$ cat src/core/scm_regs.svh
`ifndef SCM_REGS_SVH
`define SCM_REGS_SVH
`define SCM_ADDR_A 12'h000
`define SCM_ADDR_B 12'h004
`define SCM_ADDR_CR 12'h008
`define SCM_ADDR_ST 12'h00c
`define SCM_A_CLKSRC 0
`define SCM_A_MODE 2
`define SCM_A_WAKE 4
`define SCM_A_RXE 5
`define SCM_A_HSHK 6
`define SCM_A_NINTH 7
`define SCM_B_GAP 1
`define SCM_B_TXE 4
`define SCM_B_DUPLEX 5
`define SCM_B_IDLE 7
`define SCM_CR_SYNCCLK 0
`define SCM_CR_CLKOUT 1
`define SCM_CR_DBUF 2
`define SCM_CR_FIFO 3
`define SCM_CR_CHEN 4
`define SCM_CR_SRST 8
`define SCM_RST_A 8'h00
`define SCM_RST_B 8'h00
`define SCM_RST_CR 9'h000
`define SCM_SRST_FIRST 2'b10
`define SCM_SRST_SECOND 2'b01
`define SCM_GAP_NONE 7'h00
`define SCM_GAP_C1 7'h01
`define SCM_GAP_C2 7'h02
`define SCM_GAP_C4 7'h04
`define SCM_GAP_C8 7'h08
`define SCM_GAP_C16 7'h10
`define SCM_GAP_C64 7'h40
`endif

$ cat src/core/scm_pkg.sv
package scm_pkg;
  typedef enum logic [1:0] {
    SCM_MODE_SYNC = 2'b00,
    SCM_MODE_U7 = 2'b01,
    SCM_MODE_U8 = 2'b10,
    SCM_MODE_U9 = 2'b11
  } scm_mode_t;
  typedef enum logic [1:0] {
    SCM_CLK_TIMER = 2'b00,
    SCM_CLK_BAUD = 2'b01,
    SCM_CLK_SYS = 2'b10,
    SCM_CLK_PIN = 2'b11
  } scm_clk_t;
  typedef enum logic [1:0] {
    SCM_SR_IDLE = 2'b00,
    SCM_SR_ARMED = 2'b01
  } scm_sr_t;
endpackage

$ cat src/core/scm_mode_ctrl.sv
// The placing of the registers and register access over APB were chosen for this implementation.
`timescale 1ns/1ns
`include "scm_regs.svh"
module scm_mode_ctrl
  import scm_pkg::*;
(
  // Register bus slave.
  input wire logic pclk,
  input wire logic presetn,
  input wire logic psel,
  input wire logic penable,
  input wire logic pwrite,
  input wire logic [11:0] paddr,
  input wire logic [31:0] pwdata,
  output logic [31:0] prdata,
  output logic pready,
  output logic pslverr,
  // System and link inputs.
  input wire logic sys_idle,
  input wire logic cts_n,
  input wire logic rx_char_done,
  input wire logic rx_ninth_bit,
  input wire logic tx_busy,
  // Controls to the channel datapath.
  output logic [1:0] mode,
  output logic [1:0] clk_sel,
  output logic tx_ninth_bit,
  output logic tx_allow,
  output logic rx_allow,
  output logic rx_irq,
  output logic chan_run,
  output logic [1:0] fifo_cfg,
  output logic fifo_init,
  output logic logic_reset,
  output logic [6:0] gap_clocks
);

  // ------------------------------------------------------------
  // Register state
  // ------------------------------------------------------------
  logic [7:0] mod_a_q;
  logic [7:0] mod_b_q;
  logic [8:0] ctl_q;
  scm_sr_t sr_q;
  logic sw_fire;
  logic wr_en;
  logic rd_en;

  // Decodes a gap code into serial clocks; code 110 is not legal and gives none.
  function automatic logic [6:0] gap_decode(input logic [2:0] code);
    case (code)
      3'h1: gap_decode = `SCM_GAP_C1;
      3'h2: gap_decode = `SCM_GAP_C2;
      3'h3: gap_decode = `SCM_GAP_C4;
      3'h4: gap_decode = `SCM_GAP_C8;
      3'h5: gap_decode = `SCM_GAP_C16;
      3'h7: gap_decode = `SCM_GAP_C64;
      default: gap_decode = `SCM_GAP_NONE;
    endcase
  endfunction

  // Zero-wait slave: a transfer completes in its access cycle.
  assign wr_en = psel & penable & pwrite;
  assign rd_en = psel & ~penable & ~pwrite;
  assign sw_fire = wr_en && paddr == `SCM_ADDR_CR && sr_q == SCM_SR_ARMED &&
                   pwdata[`SCM_CR_SRST +: 2] == `SCM_SRST_SECOND;

  // ------------------------------------------------------------
  // Soft reset sequencer
  // ------------------------------------------------------------
  // Only the exact pair 10 then 01 fires; any other control register write disarms.
  always_ff @(posedge pclk or negedge presetn) begin
    if (!presetn) begin
      sr_q <= SCM_SR_IDLE;
    end else if (wr_en && paddr == `SCM_ADDR_CR) begin
      case (pwdata[`SCM_CR_SRST +: 2])
        `SCM_SRST_FIRST: sr_q <= SCM_SR_ARMED;
        default: sr_q <= SCM_SR_IDLE;
      endcase
    end
  end

  // Mode register a; soft reset clears only the receive enable.
  always_ff @(posedge pclk or negedge presetn) begin
    if (!presetn) begin
      mod_a_q <= `SCM_RST_A;
    end else if (wr_en && paddr == `SCM_ADDR_A) begin
      mod_a_q <= pwdata[7:0];
    end else if (sw_fire) begin
      mod_a_q[`SCM_A_RXE] <= 1'b0;
    end
  end

  // Mode register b; bit 0 is kept zero since software must write zero there.
  always_ff @(posedge pclk or negedge presetn) begin
    if (!presetn) begin
      mod_b_q <= `SCM_RST_B;
    end else if (wr_en && paddr == `SCM_ADDR_B) begin
      mod_b_q <= {pwdata[7:1], 1'b0};
    end else if (sw_fire) begin
      mod_b_q[`SCM_B_TXE] <= 1'b0;
    end
  end

  // Control bits: clock select, clock direction, buffering, FIFO, channel enable.
  always_ff @(posedge pclk or negedge presetn) begin
    if (!presetn) begin
      ctl_q <= `SCM_RST_CR;
    end else if (wr_en && paddr == `SCM_ADDR_CR) begin
      ctl_q <= {pwdata[`SCM_CR_SRST +: 1], 3'h0, pwdata[4:0]};
    end
  end

  // Read data is registered in the setup cycle so prdata comes from a flop.
  always_ff @(posedge pclk or negedge presetn) begin
    if (!presetn) begin
      prdata <= 32'h0000_0000;
    end else if (rd_en) begin
      case (paddr)
        `SCM_ADDR_A: prdata <= {24'h00_0000, mod_a_q};
        `SCM_ADDR_B: prdata <= {24'h00_0000, mod_b_q};
        `SCM_ADDR_CR: prdata <= {27'h000_0000, ctl_q[4:0]};
        `SCM_ADDR_ST: prdata <= {29'h0000_0000, tx_busy, chan_run, fifo_init};
        default: prdata <= 32'h0000_0000;
      endcase
    end
  end

  // Slave answers in the first access cycle; unmapped addresses flag an error.
  always_ff @(posedge pclk or negedge presetn) begin
    if (!presetn) begin
      pready <= 1'b0;
      pslverr <= 1'b0;
    end else begin
      pready <= psel & ~penable;
      pslverr <= psel & ~penable & (paddr > `SCM_ADDR_ST || paddr[1:0] != 2'b00);
    end
  end

  // ------------------------------------------------------------
  // Channel controls
  // ------------------------------------------------------------
  logic sync_mode;
  logic u9_mode;
  logic run_d;
  logic dir_tx_ok;
  logic dir_rx_ok;
  assign sync_mode = mod_a_q[`SCM_A_MODE +: 2] == SCM_MODE_SYNC;
  assign u9_mode = mod_a_q[`SCM_A_MODE +: 2] == SCM_MODE_U9;
  assign run_d = ctl_q[`SCM_CR_CHEN] & (~sys_idle | mod_b_q[`SCM_B_IDLE]);
  // Direction limit applies only in sync mode; UART ignores the duplex field.
  assign dir_tx_ok = ~sync_mode | mod_b_q[`SCM_B_DUPLEX + 1];
  assign dir_rx_ok = ~sync_mode | mod_b_q[`SCM_B_DUPLEX];

  // Mode, clock source and direction gates, all registered.
  always_ff @(posedge pclk or negedge presetn) begin
    if (!presetn) begin
      mode <= 2'b00;
      clk_sel <= 2'b00;
      tx_ninth_bit <= 1'b0;
      tx_allow <= 1'b0;
      rx_allow <= 1'b0;
      chan_run <= 1'b0;
      fifo_cfg <= 2'b00;
    end else begin
      mode <= mod_a_q[`SCM_A_MODE +: 2];
      // Sync mode maps the control clock bit onto the baud or pin encodings.
      clk_sel <= sync_mode ? (ctl_q[`SCM_CR_SYNCCLK] ? SCM_CLK_PIN : SCM_CLK_BAUD)
                           : mod_a_q[`SCM_A_CLKSRC +: 2];
      tx_ninth_bit <= u9_mode & mod_a_q[`SCM_A_NINTH];
      // Clear-to-send is low-active; it gates only UART transmit.
      tx_allow <= run_d & mod_b_q[`SCM_B_TXE] & dir_tx_ok &
                  (sync_mode | ~mod_a_q[`SCM_A_HSHK] | ~cts_n);
      rx_allow <= run_d & mod_a_q[`SCM_A_RXE] & dir_rx_ok;
      chan_run <= run_d;
      fifo_cfg <= mod_b_q[`SCM_B_DUPLEX +: 2];
    end
  end

  // Receive interrupt with the wake-up filter, only meaningful in 9-bit mode.
  always_ff @(posedge pclk or negedge presetn) begin
    if (!presetn) begin
      rx_irq <= 1'b0;
    end else begin
      rx_irq <= rx_char_done & rx_allow &
                (~(u9_mode & mod_a_q[`SCM_A_WAKE]) | rx_ninth_bit);
    end
  end

  // FIFO re-init when halted; soft reset pulses the logic reset.
  always_ff @(posedge pclk or negedge presetn) begin
    if (!presetn) begin
      fifo_init <= 1'b1;
      logic_reset <= 1'b0;
    end else begin
      fifo_init <= ~run_d | sw_fire;
      logic_reset <= sw_fire;
    end
  end

  // Gap only when the device drives the clock and buffering or FIFO is on.
  always_ff @(posedge pclk or negedge presetn) begin
    if (!presetn) begin
      gap_clocks <= 7'h00;
    end else begin
      gap_clocks <= (sync_mode & ctl_q[`SCM_CR_CLKOUT] &
                     (ctl_q[`SCM_CR_DBUF] | ctl_q[`SCM_CR_FIFO]))
                    ? gap_decode(mod_b_q[`SCM_B_GAP +: 3]) : `SCM_GAP_NONE;
    end
  end

  // ------------------------------------------------------------
  // Assertions
  // ------------------------------------------------------------
  a_rx_gate_off: assert property (@(posedge pclk) disable iff (!presetn)
    !mod_a_q[`SCM_A_RXE] |=> !rx_allow)
    else $error("receive allowed while disabled");
  a_tx_gate_off: assert property (@(posedge pclk) disable iff (!presetn)
    !mod_b_q[`SCM_B_TXE] |=> !tx_allow)
    else $error("transmit allowed while disabled");
  a_cts_gates_tx: assert property (@(posedge pclk) disable iff (!presetn)
    (!sync_mode && mod_a_q[`SCM_A_HSHK] && cts_n) |=> !tx_allow)
    else $error("transmit not held by clear-to-send");
  a_wakeup_filter: assert property (@(posedge pclk) disable iff (!presetn)
    (u9_mode && mod_a_q[`SCM_A_WAKE] && !rx_ninth_bit) |=> !rx_irq)
    else $error("wake-up filter let a character through");
  a_ninth_bit_out: assert property (@(posedge pclk) disable iff (!presetn)
    u9_mode |=> tx_ninth_bit == $past(mod_a_q[`SCM_A_NINTH]))
    else $error("ninth bit not following register");
  a_fifo_reinit: assert property (@(posedge pclk) disable iff (!presetn)
    !ctl_q[`SCM_CR_CHEN] |=> fifo_init)
    else $error("fifo not reinitialised with channel off");
  a_idle_halt: assert property (@(posedge pclk) disable iff (!presetn)
    (sys_idle && !mod_b_q[`SCM_B_IDLE]) |=> !chan_run)
    else $error("channel ran in idle");
  a_soft_reset: assert property (@(posedge pclk) disable iff (!presetn)
    sw_fire |=> (!mod_a_q[`SCM_A_RXE] && !mod_b_q[`SCM_B_TXE]) ##1 logic_reset == 1'b0)
    else $error("soft reset left enables set");
  a_gap_sixty_four: assert property (@(posedge pclk) disable iff (!presetn)
    (sync_mode && ctl_q[`SCM_CR_CLKOUT] && ctl_q[`SCM_CR_DBUF] &&
     mod_b_q[`SCM_B_GAP +: 3] == 3'h7) |=> gap_clocks == `SCM_GAP_C64)
    else $error("gap code 111 not 64 clocks");
  a_sync_clock: assert property (@(posedge pclk) disable iff (!presetn)
    (sync_mode && ctl_q[`SCM_CR_SYNCCLK]) |=> clk_sel == 2'b11)
    else $error("sync clock select not pin");

  // Mode and clock outputs must track the registers one cycle later.
  a_mode_follow: assert property (@(posedge pclk) disable iff (!presetn)
    1'b1 |=> mode == $past(mod_a_q[`SCM_A_MODE +: 2]))
    else $error("mode output not following register");

  a_uart_clock: assert property (@(posedge pclk) disable iff (!presetn)
    !sync_mode |=> clk_sel == $past(mod_a_q[`SCM_A_CLKSRC +: 2]))
    else $error("uart clock source not applied");

  a_sync_baud: assert property (@(posedge pclk) disable iff (!presetn)
    (sync_mode && !ctl_q[`SCM_CR_SYNCCLK]) |=> clk_sel == 2'b01)
    else $error("sync clock select not baud generator");

  // The ninth bit is meaningless outside 9-bit frames, so it is held low there.
  a_no_ninth_out: assert property (@(posedge pclk) disable iff (!presetn)
    !u9_mode |=> !tx_ninth_bit)
    else $error("ninth bit driven outside 9-bit mode");

  // Transmit gating: handshake only matters in UART modes with the bit set.
  a_cts_ignored: assert property (@(posedge pclk) disable iff (!presetn)
    (!sync_mode && !mod_a_q[`SCM_A_HSHK] && run_d && mod_b_q[`SCM_B_TXE]) |=> tx_allow)
    else $error("transmit blocked with handshake off");

  a_tx_open: assert property (@(posedge pclk) disable iff (!presetn)
    (run_d && mod_b_q[`SCM_B_TXE] && dir_tx_ok && !cts_n) |=> tx_allow)
    else $error("transmit not allowed while enabled");

  a_sync_tx_dir: assert property (@(posedge pclk) disable iff (!presetn)
    (sync_mode && !mod_b_q[`SCM_B_DUPLEX + 1]) |=> !tx_allow)
    else $error("sync transmit outside duplex setting");

  a_sync_rx_dir: assert property (@(posedge pclk) disable iff (!presetn)
    (sync_mode && !mod_b_q[`SCM_B_DUPLEX]) |=> !rx_allow)
    else $error("sync receive outside duplex setting");

  a_uart_rx_dir: assert property (@(posedge pclk) disable iff (!presetn)
    (!sync_mode && run_d && mod_a_q[`SCM_A_RXE]) |=> rx_allow)
    else $error("uart receive limited by duplex field");

  a_fifo_cfg_follow: assert property (@(posedge pclk) disable iff (!presetn)
    1'b1 |=> fifo_cfg == $past(mod_b_q[`SCM_B_DUPLEX +: 2]))
    else $error("fifo configuration not following duplex field");

  // Receive interrupt needs a character and an open receiver.
  a_irq_needs_char: assert property (@(posedge pclk) disable iff (!presetn)
    !rx_char_done |=> !rx_irq)
    else $error("receive interrupt without a character");

  a_irq_rx_off: assert property (@(posedge pclk) disable iff (!presetn)
    !rx_allow |=> !rx_irq)
    else $error("receive interrupt with receiver closed");

  a_wake_pass: assert property (@(posedge pclk) disable iff (!presetn)
    (rx_char_done && rx_allow && rx_ninth_bit) |=> rx_irq)
    else $error("addressed character dropped");

  // Run state under the channel enable and the idle run bit.
  a_idle_run: assert property (@(posedge pclk) disable iff (!presetn)
    (ctl_q[`SCM_CR_CHEN] && mod_b_q[`SCM_B_IDLE]) |=> chan_run)
    else $error("channel halted with idle run set");

  a_chan_off: assert property (@(posedge pclk) disable iff (!presetn)
    !ctl_q[`SCM_CR_CHEN] |=> !chan_run)
    else $error("channel running while disabled");

  // A soft reset is a single pulse and also re-initialises the FIFO.
  a_fire_pulse: assert property (@(posedge pclk) disable iff (!presetn)
    sw_fire |=> (logic_reset && fifo_init))
    else $error("soft reset pulse missing");

  a_fire_only: assert property (@(posedge pclk) disable iff (!presetn)
    !sw_fire |=> !logic_reset)
    else $error("logic reset without soft reset");

  // Gap is forced to none wherever it has no meaning.
  a_gap_uart_off: assert property (@(posedge pclk) disable iff (!presetn)
    !sync_mode |=> gap_clocks == `SCM_GAP_NONE)
    else $error("gap applied in uart mode");

  a_gap_no_clkout: assert property (@(posedge pclk) disable iff (!presetn)
    !ctl_q[`SCM_CR_CLKOUT] |=> gap_clocks == `SCM_GAP_NONE)
    else $error("gap applied with clock input");

  a_gap_one: assert property (@(posedge pclk) disable iff (!presetn)
    (sync_mode && ctl_q[`SCM_CR_CLKOUT] && ctl_q[`SCM_CR_FIFO] &&
     mod_b_q[`SCM_B_GAP +: 3] == 3'h1) |=> gap_clocks == `SCM_GAP_C1)
    else $error("gap code 001 not one clock");

  a_gap_reserved: assert property (@(posedge pclk) disable iff (!presetn)
    (mod_b_q[`SCM_B_GAP +: 3] == 3'h6) |=> gap_clocks == `SCM_GAP_NONE)
    else $error("reserved gap code gave a gap");

  // Unused bits stay zero on reads and in register b.
  a_upper_zero: assert property (@(posedge pclk) disable iff (!presetn)
    pready |-> prdata[31:8] == 24'h00_0000)
    else $error("upper read bits not zero");

  a_bit0_zero: assert property (@(posedge pclk) disable iff (!presetn)
    mod_b_q[0] == 1'b0)
    else $error("register b bit 0 set");

endmodule

$ cat config.mk
export PLATFORM = sky130hd
export DESIGN_NAME = scm_mode_ctrl
export DESIGN_NICKNAME = d
export VERILOG_FILES = /design/src/core/scm_pkg.sv /design/src/core/scm_mode_ctrl.sv
export VERILOG_INCLUDE_DIRS = /design/src /design/src/core
export SDC_FILE = /design/constraint.sdc
export NUM_CORES = 1
export LEC_CHECK = 0
export BUFFER_PORTS_ARGS = -buffer_cell sky130_fd_sc_hd__buf_4
export CORE_MARGIN = 1
export CORE_UTILIZATION = 46
export DETAILED_ROUTE_END_ITERATION = 12
export GPL_TIMING_DRIVEN = 0
export PLACE_DENSITY = 0.86
export SLEW_MARGIN = 10
export SYNTH_ARGS = -nofsm -noshare
export SYNTH_HDL_FRONTEND = slang
export SYNTH_SLANG_ARGS = --single-unit
$ cat constraint.sdc
create_clock -name pclk -period 1.9 [get_ports pclk]
set_clock_uncertainty 0.15 [all_clocks]
set_input_delay 0.38 -clock pclk [delete_from_list [all_inputs] [get_ports pclk]]
set_output_delay 0.38 -clock pclk [all_outputs]
set_load 0.05 [all_outputs]
==> results of run 1 <==
==> how the worst min path moves through the flow <==
stage / endpoint / start / slack, ps
final: mod_b_q[7]$_DFFE_PN0P_ / pwdata[7] / 150
after global routing: mod_b_q[7]$_DFFE_PN0P_ / pwdata[7] / 160
after CTS: mod_b_q[7]$_DFFE_PN0P_ / pwdata[7] / 140
after detailed placement: prdata[0]$_DFFE_PN0P_ / presetn / 280
after global placement: pslverr$_DFF_PN0_ / presetn / 270
after floorplan: chan_run$_DFF_PN0_ / presetn / -70
==> what timing repair did <==
item	in CTS	in global routing
hold endpoints to repair	49	0
buffers inserted	0	0
hold buffers	1	0
==> sequential cells by signal (all words and copies together) (netlist names), 2 cells and up <==
name        flops
gap_clocks      6
fifo_cfg        2
prdata          8
clk_sel         2
mod_b_q         7
ctl_q           5
mode            2
mod_a_q         8
==> report_power, final <==
group | internal (mW) | total (mW) | leakage [nW] | switching, mW
sequential | 1.07 | 1.07 | 0.683 | 0.00125
combinational | 0.0970 | 0.288 | 0.902 | 0.191
clock | 0.333 | 0.671 | 0.0544 | 0.337
==> layout make-up <==
class,count,area (µm²)
flip-flops and latches,50,1250
repair buffers,61,460
multi-input cells,135,932
fillers,391,1720
inverters,4,15.0
plain buffers,29,213
clock buffers,7,96.3
clock inverters,1,8.76
well taps,67,83.8
==> cells in the mapped netlist (2+ instances only) <==
| library cell | instances |
|---|---|
| sky130_fd_sc_hd__o21ai_0 | 11 |
| sky130_fd_sc_hd__dfrtp_1 | 49 |
| sky130_fd_sc_hd__mux2_2 | 13 |
| sky130_fd_sc_hd__buf_2 | 2 |
| sky130_fd_sc_hd__a22o_1 | 3 |
| sky130_fd_sc_hd__nor3_1 | 3 |
| sky130_fd_sc_hd__mux2i_1 | 6 |
| sky130_fd_sc_hd__nand2_1 | 16 |
| sky130_fd_sc_hd__buf_4 | 25 |
| sky130_fd_sc_hd__inv_1 | 4 |
| sky130_fd_sc_hd__nor4_4 | 2 |
| sky130_fd_sc_hd__and4_1 | 2 |
| sky130_fd_sc_hd__nor2b_1 | 3 |
| sky130_fd_sc_hd__nand3_1 | 3 |
| sky130_fd_sc_hd__nand2b_1 | 3 |
| sky130_fd_sc_hd__mux2_4 | 5 |
| sky130_fd_sc_hd__a222oi_1 | 2 |
| sky130_fd_sc_hd__and3_1 | 4 |
| sky130_fd_sc_hd__nor4_1 | 3 |
| sky130_fd_sc_hd__nor2_1 | 8 |
| sky130_fd_sc_hd__and3b_1 | 2 |
| sky130_fd_sc_hd__a21oi_1 | 5 |
==> cell families (layout without fill, tap and decap cells) <==
family	after synthesis	in the layout	synth area share
AO/OA/AOI/OAI	25	25	0.0674
AND/OR/NAND/NOR	61	61	0.172
flip-flops	50	50	0.539
buffers and inverters	33	102	0.0981
multiplexers	24	24	0.121
other	1	25	0.00161
==> routing by layer <==
layer	track usage	up-vias	wire length, µm
met5	0	-	0
met4	0.105	0	118
met3	0.0497	12	306
met2	0.338	63	2580
met1	0.218	809	1900
li1	-	817	-
==> placed cells by master (no fill, tap or decap), drive strengths merged, types with 5 or more instances in the layout <==
| master | synthesis | layout |
|---|---|---|
| a21oi | 5 | 5 |
| clkbuf | 1 | 8 |
| conb | 1 | 25 |
| nor4 | 5 | 5 |
| o21ai | 11 | 11 |
| nor2 | 8 | 8 |
| nand2 | 16 | 16 |
| mux2 | 18 | 18 |
| dfrtp | 49 | 49 |
| mux2i | 6 | 6 |
| and3 | 5 | 5 |
| buf | 28 | 88 |
==> worst min-delay path, stage by stage <==
cell	delay, ps
sky130_fd_sc_hd__buf_4	90
sky130_fd_sc_hd__nand2_1	40
sky130_fd_sc_hd__o21ai_0	60
==> results.json, run 1 <==
{
  "data_required_time_at_the_worst_endpoint_ps": 1940,
  "crit_path_end_kind": "flip-flop",
  "post-place-ws_ps": -73.9,
  "syn_area_per_cell_um2": 12.0,
  "tns_ps": 0,
  "worstReg2RegStart": "mod_b_q[2]$_DFFE_PN0P_",
  "pwr_density_cell_mw_per_mm2": 662,
  "flow.area_growth_from_synthesis_pct": 31.8,
  "synth_top_flop_cell": "sky130_fd_sc_hd__dfrtp_1",
  "worst_hold_class": "in -> reg",
  "starting_density": 0.485,
  "final_design_area_no_fill_mm2": 0.00306,
  "crit_chain": "buf_4, nor4_4, and4_1, buf_6, mux2_4",
  "final_nets": 340,
  "drv.max_cap_violation_count": 0,
  "synth-warning-count": 0,
  "htreeDepth": 2,
  "wire_length_of_the_first_global_routing_pass_mm": 7.53,
  "final_worst_path_period_need_ps": 1650,
  "std_cell_rows": 25,
  "synth_top_area_share": 0.528,
  "path_depth": 5,
  "first_pass_iters": 4,
  "timing.critical_path.to": "mod_b_q[5]$_DFFE_PN0P_",
  "path_class": "in -> reg",
  "drive_gt1_frac": 0.436,
  "ys_seq_elements": 50,
  "resize_count_post_cts": 0,
  "number_of_different_library_cells_in_the_post_synthesis_netlist": 42,
  "clkSlewWorstSetupHoldPaths_ps": 80,
  "crit_slowest_cell": "sky130_fd_sc_hd__nor4_4",
  "critPathArrivalTime_ps": 1700,
  "syn-cell-area_mm2": 0.00232,
  "drc": 0,
  "setup_slack_ps": 246,
  "worst_pin_slew_ps": 608,
  "postRouteAntennaNets": 0,
  "relSlewSlack": 0.594,
  "post_synth_inst_count": 194,
  "critPathLaunch": "paddr[5]",
  "detail_route.wl_per_cell_um": 13.9,
  "place.detailed.hpwl_mm": 3.76,
  "worst_setup_path_start_kind": "input pin",
  "via_count": 1701,
  "io_buffer_count": 60,
  "numCtsBuffers": 5,
  "finalHoldViolations": 0,
  "setup-violations-final": 0,
  "clock.fmax_mhz": 604,
  "portion_of_the_post_synthesis_area_used_by_sequential_elements": 0.539,
  "globalRouteOverflowTotal": 0,
  "cts_root_buffer": "sky130_fd_sc_hd__clkbuf_8",
  "crit-reg2reg-capture": "prdata[2]$_DFFE_PN0P_",
  "min_delay_path_depth": 3,
  "final_non_filler_cells": 354,
  "dpl-instance-area_mm2": 0.00295,
  "path_max_fanout": 9,
  "route.detailed.vias_per_inst": 4.81,
  "core_region_area_mm2": 0.00479,
  "tritoncts": "built",
  "r2r_slack_ps": 260,
  "cts.sinks": 50,
  "grt_util_all_layers": 0.195,
  "timing.final.max_slew_violations": 0,
  "critical_path_buf_inv_count": 2,
  "critical_path.max_stage_delay_ps": 440,
  "critical_path.top_delay_family": "simple AND/OR/NAND/NOR gates",
  "die_width_um": 73.1,
  "clk-insertion-delay-late_ps": 300,
  "netlist_top_cells_area": "sky130_fd_sc_hd__dfrtp_1 53%, sky130_fd_sc_hd__buf_4 8.1%, sky130_fd_sc_hd__mux2_2 6.3%, sky130_fd_sc_hd__mux2_4 3.2%, sky130_fd_sc_hd__mux2i_1 2.6%",
  "outcome": "complete, no violations",
  "rsz0062_at_grt": "no",
  "worstRegToRegCells": 4,
  "diodes": 0,
  "vdd.ir_drop.worst_uv": 362,
  "synth_enable_flop_cells": 0,
  "hold_slack_ps": 152,
  "cts-root-to-sink-buffers": 2,
  "first_global_vias": 1590,
  "die_area_mm2": 0.00534,
  "utilization_after_layout": 0.640,
  "total_power_mw": 2.03,
  "async_flop_share": 1.00,
  "gpl.final_weighted_congestion": 0.814,
  "synth_area_leader_cell": "sky130_fd_sc_hd__dfrtp_1",
  "cellLeakagePower_nw": 1.64,
  "io_pins": 108,
  "die_height_um": 73.1,
  "finalCritPeriodShare": 0.871,
  "antenna_found_initial": 0,
  "grt_start_max_net_pins": 51,
  "placed_cells_incl_taps": 345,
  "totalWireLength_mm": 4.90,
  "drt-initial-drc-count": 97
}
Power figures use the tool's default switching activity.
==> run 2: changes to the inputs <==
ABC_AREA = 1   (was default)
CORE_UTILIZATION = 47   (was 46)
PLACE_DENSITY = 0.87   (was 0.86)
==> run 2 against run 1 <==
Sequential share of layout area down 0.63 points. Via count increased by 18%. Sequential cell count unchanged. Core utilization increased by 0.99 points. Die area fell by 0.57%. Worst setup slack better by 62 ps. Worst hold slack worse by 54 ps. Routed wire length increased by 8.1%. Synthesized cell count up 32%. Critical path depth shrank 4. Non-clock buffer count increased by 1.
==> results.json, run 2 <==
{
  "outcome": "complete, no violations",
  "critPathLaunch": "fifo_init$_DFF_PN1_",
  "diodes": 0,
  "io_buffer_count": 60,
  "drv.max_cap_violation_count": 0,
  "syn-cell-area_mm2": 0.00236,
  "yosysMostFrequentCell": "sky130_fd_sc_hd__nand2_1",
  "sw_frac_of_total": 0.254,
  "totalWireLength_mm": 5.30,
  "synth_area_leader_cell": "sky130_fd_sc_hd__dfrtp_1",
  "grt_start_max_net_pins": 51,
  "wire_length_of_the_first_global_routing_pass_mm": 8.36,
  "postRouteAntennaNets": 0,
  "flow.area_growth_from_synthesis_pct": 31.8,
  "die_width_um": 72.8,
  "die_height_um": 72.8,
  "crit_slowest_cell": "sky130_fd_sc_hd__dfstp_2",
  "crit_path_end_kind": "output pin",
  "finalHoldViolations": 0,
  "antenna_found_initial": 0,
  "cts_root_buffer": "sky130_fd_sc_hd__clkbuf_8",
  "crit-reg2reg-capture": "gap_clocks[1]$_DFF_PN0_",
  "cts.sinks": 50,
  "path_max_fanout": 2,
  "tns_ps": 0,
  "synth_top_area_share": 0.520,
  "total_power_mw": 2.12,
  "netSwitchingPower_uw": 539,
  "pwr_density_cell_mw_per_mm2": 683,
  "clk-insertion-delay-late_ps": 310,
  "worstReg2RegStart": "mod_a_q[2]$_DFFE_PN0P_",
  "path_class": "reg -> out",
  "clkSlewWorstSetupHoldPaths_ps": 90,
  "gpl.final_weighted_congestion": 0.823,
  "cts_hold_buffers": 1,
  "starting_density": 0.493,
  "numCtsBuffers": 5,
  "detail_route.wl_per_cell_um": 12.7,
  "worst_pin_slew_ps": 613,
  "worst_setup_path_start_kind": "flip-flop",
  "std_cell_rows": 25,
  "post_synth_inst_count": 256,
  "final_worst_path_period_need_ps": 1590,
  "netlist_top_cells_area": "sky130_fd_sc_hd__dfrtp_1 52%, sky130_fd_sc_hd__nand2_1 10%, sky130_fd_sc_hd__buf_4 8.3%, sky130_fd_sc_hd__nand3_1 5.5%, sky130_fd_sc_hd__inv_1 2.9%",
  "setup-violations-final": 0,
  "finalCritPeriodShare": 0.838,
  "htreeDepth": 2,
  "synth-warning-count": 0,
  "pwr-share-clk": 0.367,
  "combPwrFrac": 0.130,
  "cellLeakagePower_nw": 1.74,
  "timing.critical_path.to": "fifo_init",
  "first_pass_iters": 4,
  "route.detailed.vias_per_inst": 4.83,
  "vdd.ir_drop.worst_uv": 342,
  "portion_of_the_post_synthesis_area_used_by_sequential_elements": 0.531,
  "critical_path.max_stage_delay_ps": 550,
  "grt_util_all_layers": 0.213,
  "path_depth": 1,
  "cts-root-to-sink-buffers": 2,
  "critical_path_buf_inv_count": 1,
  "final_design_area_no_fill_mm2": 0.00311,
  "data_required_time_at_the_worst_endpoint_ps": 1370,
  "globalRouteOverflowTotal": 0,
  "rsz0062_at_grt": "no",
  "crit_chain": "buf_4",
  "r2r_slack_ps": 410,
  "core_region_area_mm2": 0.00479,
  "final_cell_mix": "86 x sky130_fd_sc_hd__buf_4, 64 x sky130_fd_sc_hd__nand2_1, 49 x sky130_fd_sc_hd__dfrtp_1",
  "worst_hold_class": "in -> reg",
  "sequentialPowerShare": 0.503,
  "via_count": 2008,
  "critPathArrivalTime_ps": 1060,
  "number_of_different_library_cells_in_the_post_synthesis_netlist": 30,
  "biggestRegsByFlops": "mod_a_q: 8 flops, prdata: 8 flops, mod_b_q: 7 flops",
  "cts_setup_buffers": 0,
  "place.detailed.hpwl_mm": 3.81,
  "drc": 0,
  "worstRegToRegCells": 3,
  "resize_count_post_cts": 0,
  "timing.final.max_slew_violations": 0,
  "final_common_cell": "sky130_fd_sc_hd__buf_4",
  "internal_power_mw": 1.58,
  "final_nets": 402,
  "dpl-instance-area_mm2": 0.00298,
  "drive_gt1_frac": 0.352,
  "syn_area_per_cell_um2": 9.21,
  "die_area_mm2": 0.00531,
  "synth_top_flop_cell": "sky130_fd_sc_hd__dfrtp_1",
  "ys_seq_elements": 50,
  "io_pins": 108,
  "async_flop_share": 1.00,
  "critical_path.top_delay_family": "flip-flops",
  "tritoncts": "built",
  "synth_enable_flop_cells": 0,
  "relSlewSlack": 0.591,
  "synth.top_cells.by_count": "64 x sky130_fd_sc_hd__nand2_1, 49 x sky130_fd_sc_hd__dfrtp_1, 26 x sky130_fd_sc_hd__buf_4, 26 x sky130_fd_sc_hd__nand3_1, 18 x sky130_fd_sc_hd__inv_1",
  "clock.fmax_mhz": 628,
  "first_global_vias": 1874,
  "drt-initial-drc-count": 182
}
-- run 2: cell count changes after synthesis, sizes merged, moves of 8 or more --
cell   change
nor2       +8
o21ai     +12
mux2      -18
nand2     +55
nand3     +25
inv       +17
-- run 2: metrics by stage --
step | hold slack [ps] | instances | utilization | setup WS (ps)
after floorplan | -65.6 | 280 | - | 415
after global placement | 273 | 407 | 0.623 | 158
after detailed placement | 277 | 407 | 0.623 | 123
after CTS | 98.6 | 416 | 0.650 | 316
after global routing | 99.2 | 416 | 0.650 | 253
final | 97.5 | 416 | 0.650 | 308
-- run 2: worst reg2reg max path: cells and delay by family, from the launching register on --
family | cells | cell delay, ps
AO/OA/AOI/OAI | 1 | 240
AND/OR/NAND/NOR | 2 | 510
flip-flops | 1 | 490
-- run 2: power by group through the flow --
stage                     sequential, mW  clock [mW]  combinational [mW]
final                               1.07       0.780               0.276
after global routing                1.07       0.833               0.294
after CTS                           1.07       0.776               0.276
after detailed placement            1.09           0               0.274
after global placement              1.09           0               0.270
after floorplan                     1.10           0               0.179
-- run 2: area by class of cell --
| class | count | area [µm²] |
|---|---|---|
| Buffer | 30 | 221 |
| Clock buffer | 7 | 86.3 |
| Clock inverter | 1 | 30.0 |
| Fill cell | 397 | 1680 |
| Inverter | 21 | 78.8 |
| Multi-Input combinational cell | 179 | 896 |
| Sequential cell | 50 | 1250 |
| Tap cell | 67 | 83.8 |
| Timing Repair Buffer | 61 | 460 |
-- run 2: how the worst min path moves through the flow --
stage                 start  slack [ps]                      to  cells after the start
finish              penable         100        pready$_DFF_PN0_                      2
global route        penable         100        pready$_DFF_PN0_                      2
CTS                 penable         100        pready$_DFF_PN0_                      2
detailed placement  presetn         280  mod_b_q[2]$_DFFE_PN0P_                      1
global placement    presetn         270  mod_a_q[2]$_DFFE_PN0P_                      1
floorplan           presetn         -70      chan_run$_DFF_PN0_                      0
-- run 2: logic make-up (layout without fill, tap and decap cells) --
family	Yosys count	after routing	share of synthesized area
AO/OA/AOI/OAI	28	28	0.0732
buffers and inverters	51	120	0.127
flip-flops	50	50	0.531
other	1	25	0.00159
AND/OR/NAND/NOR	126	126	0.267
-- run 2: layer usage --
metal,global-route usage,part of all wire,vias to the layer above
met5,0,0,-
met4,0.105,0.020,0
met3,0.0552,0.085,11
met2,0.361,0.52,119
met1,0.251,0.38,919
li1,-,-,959
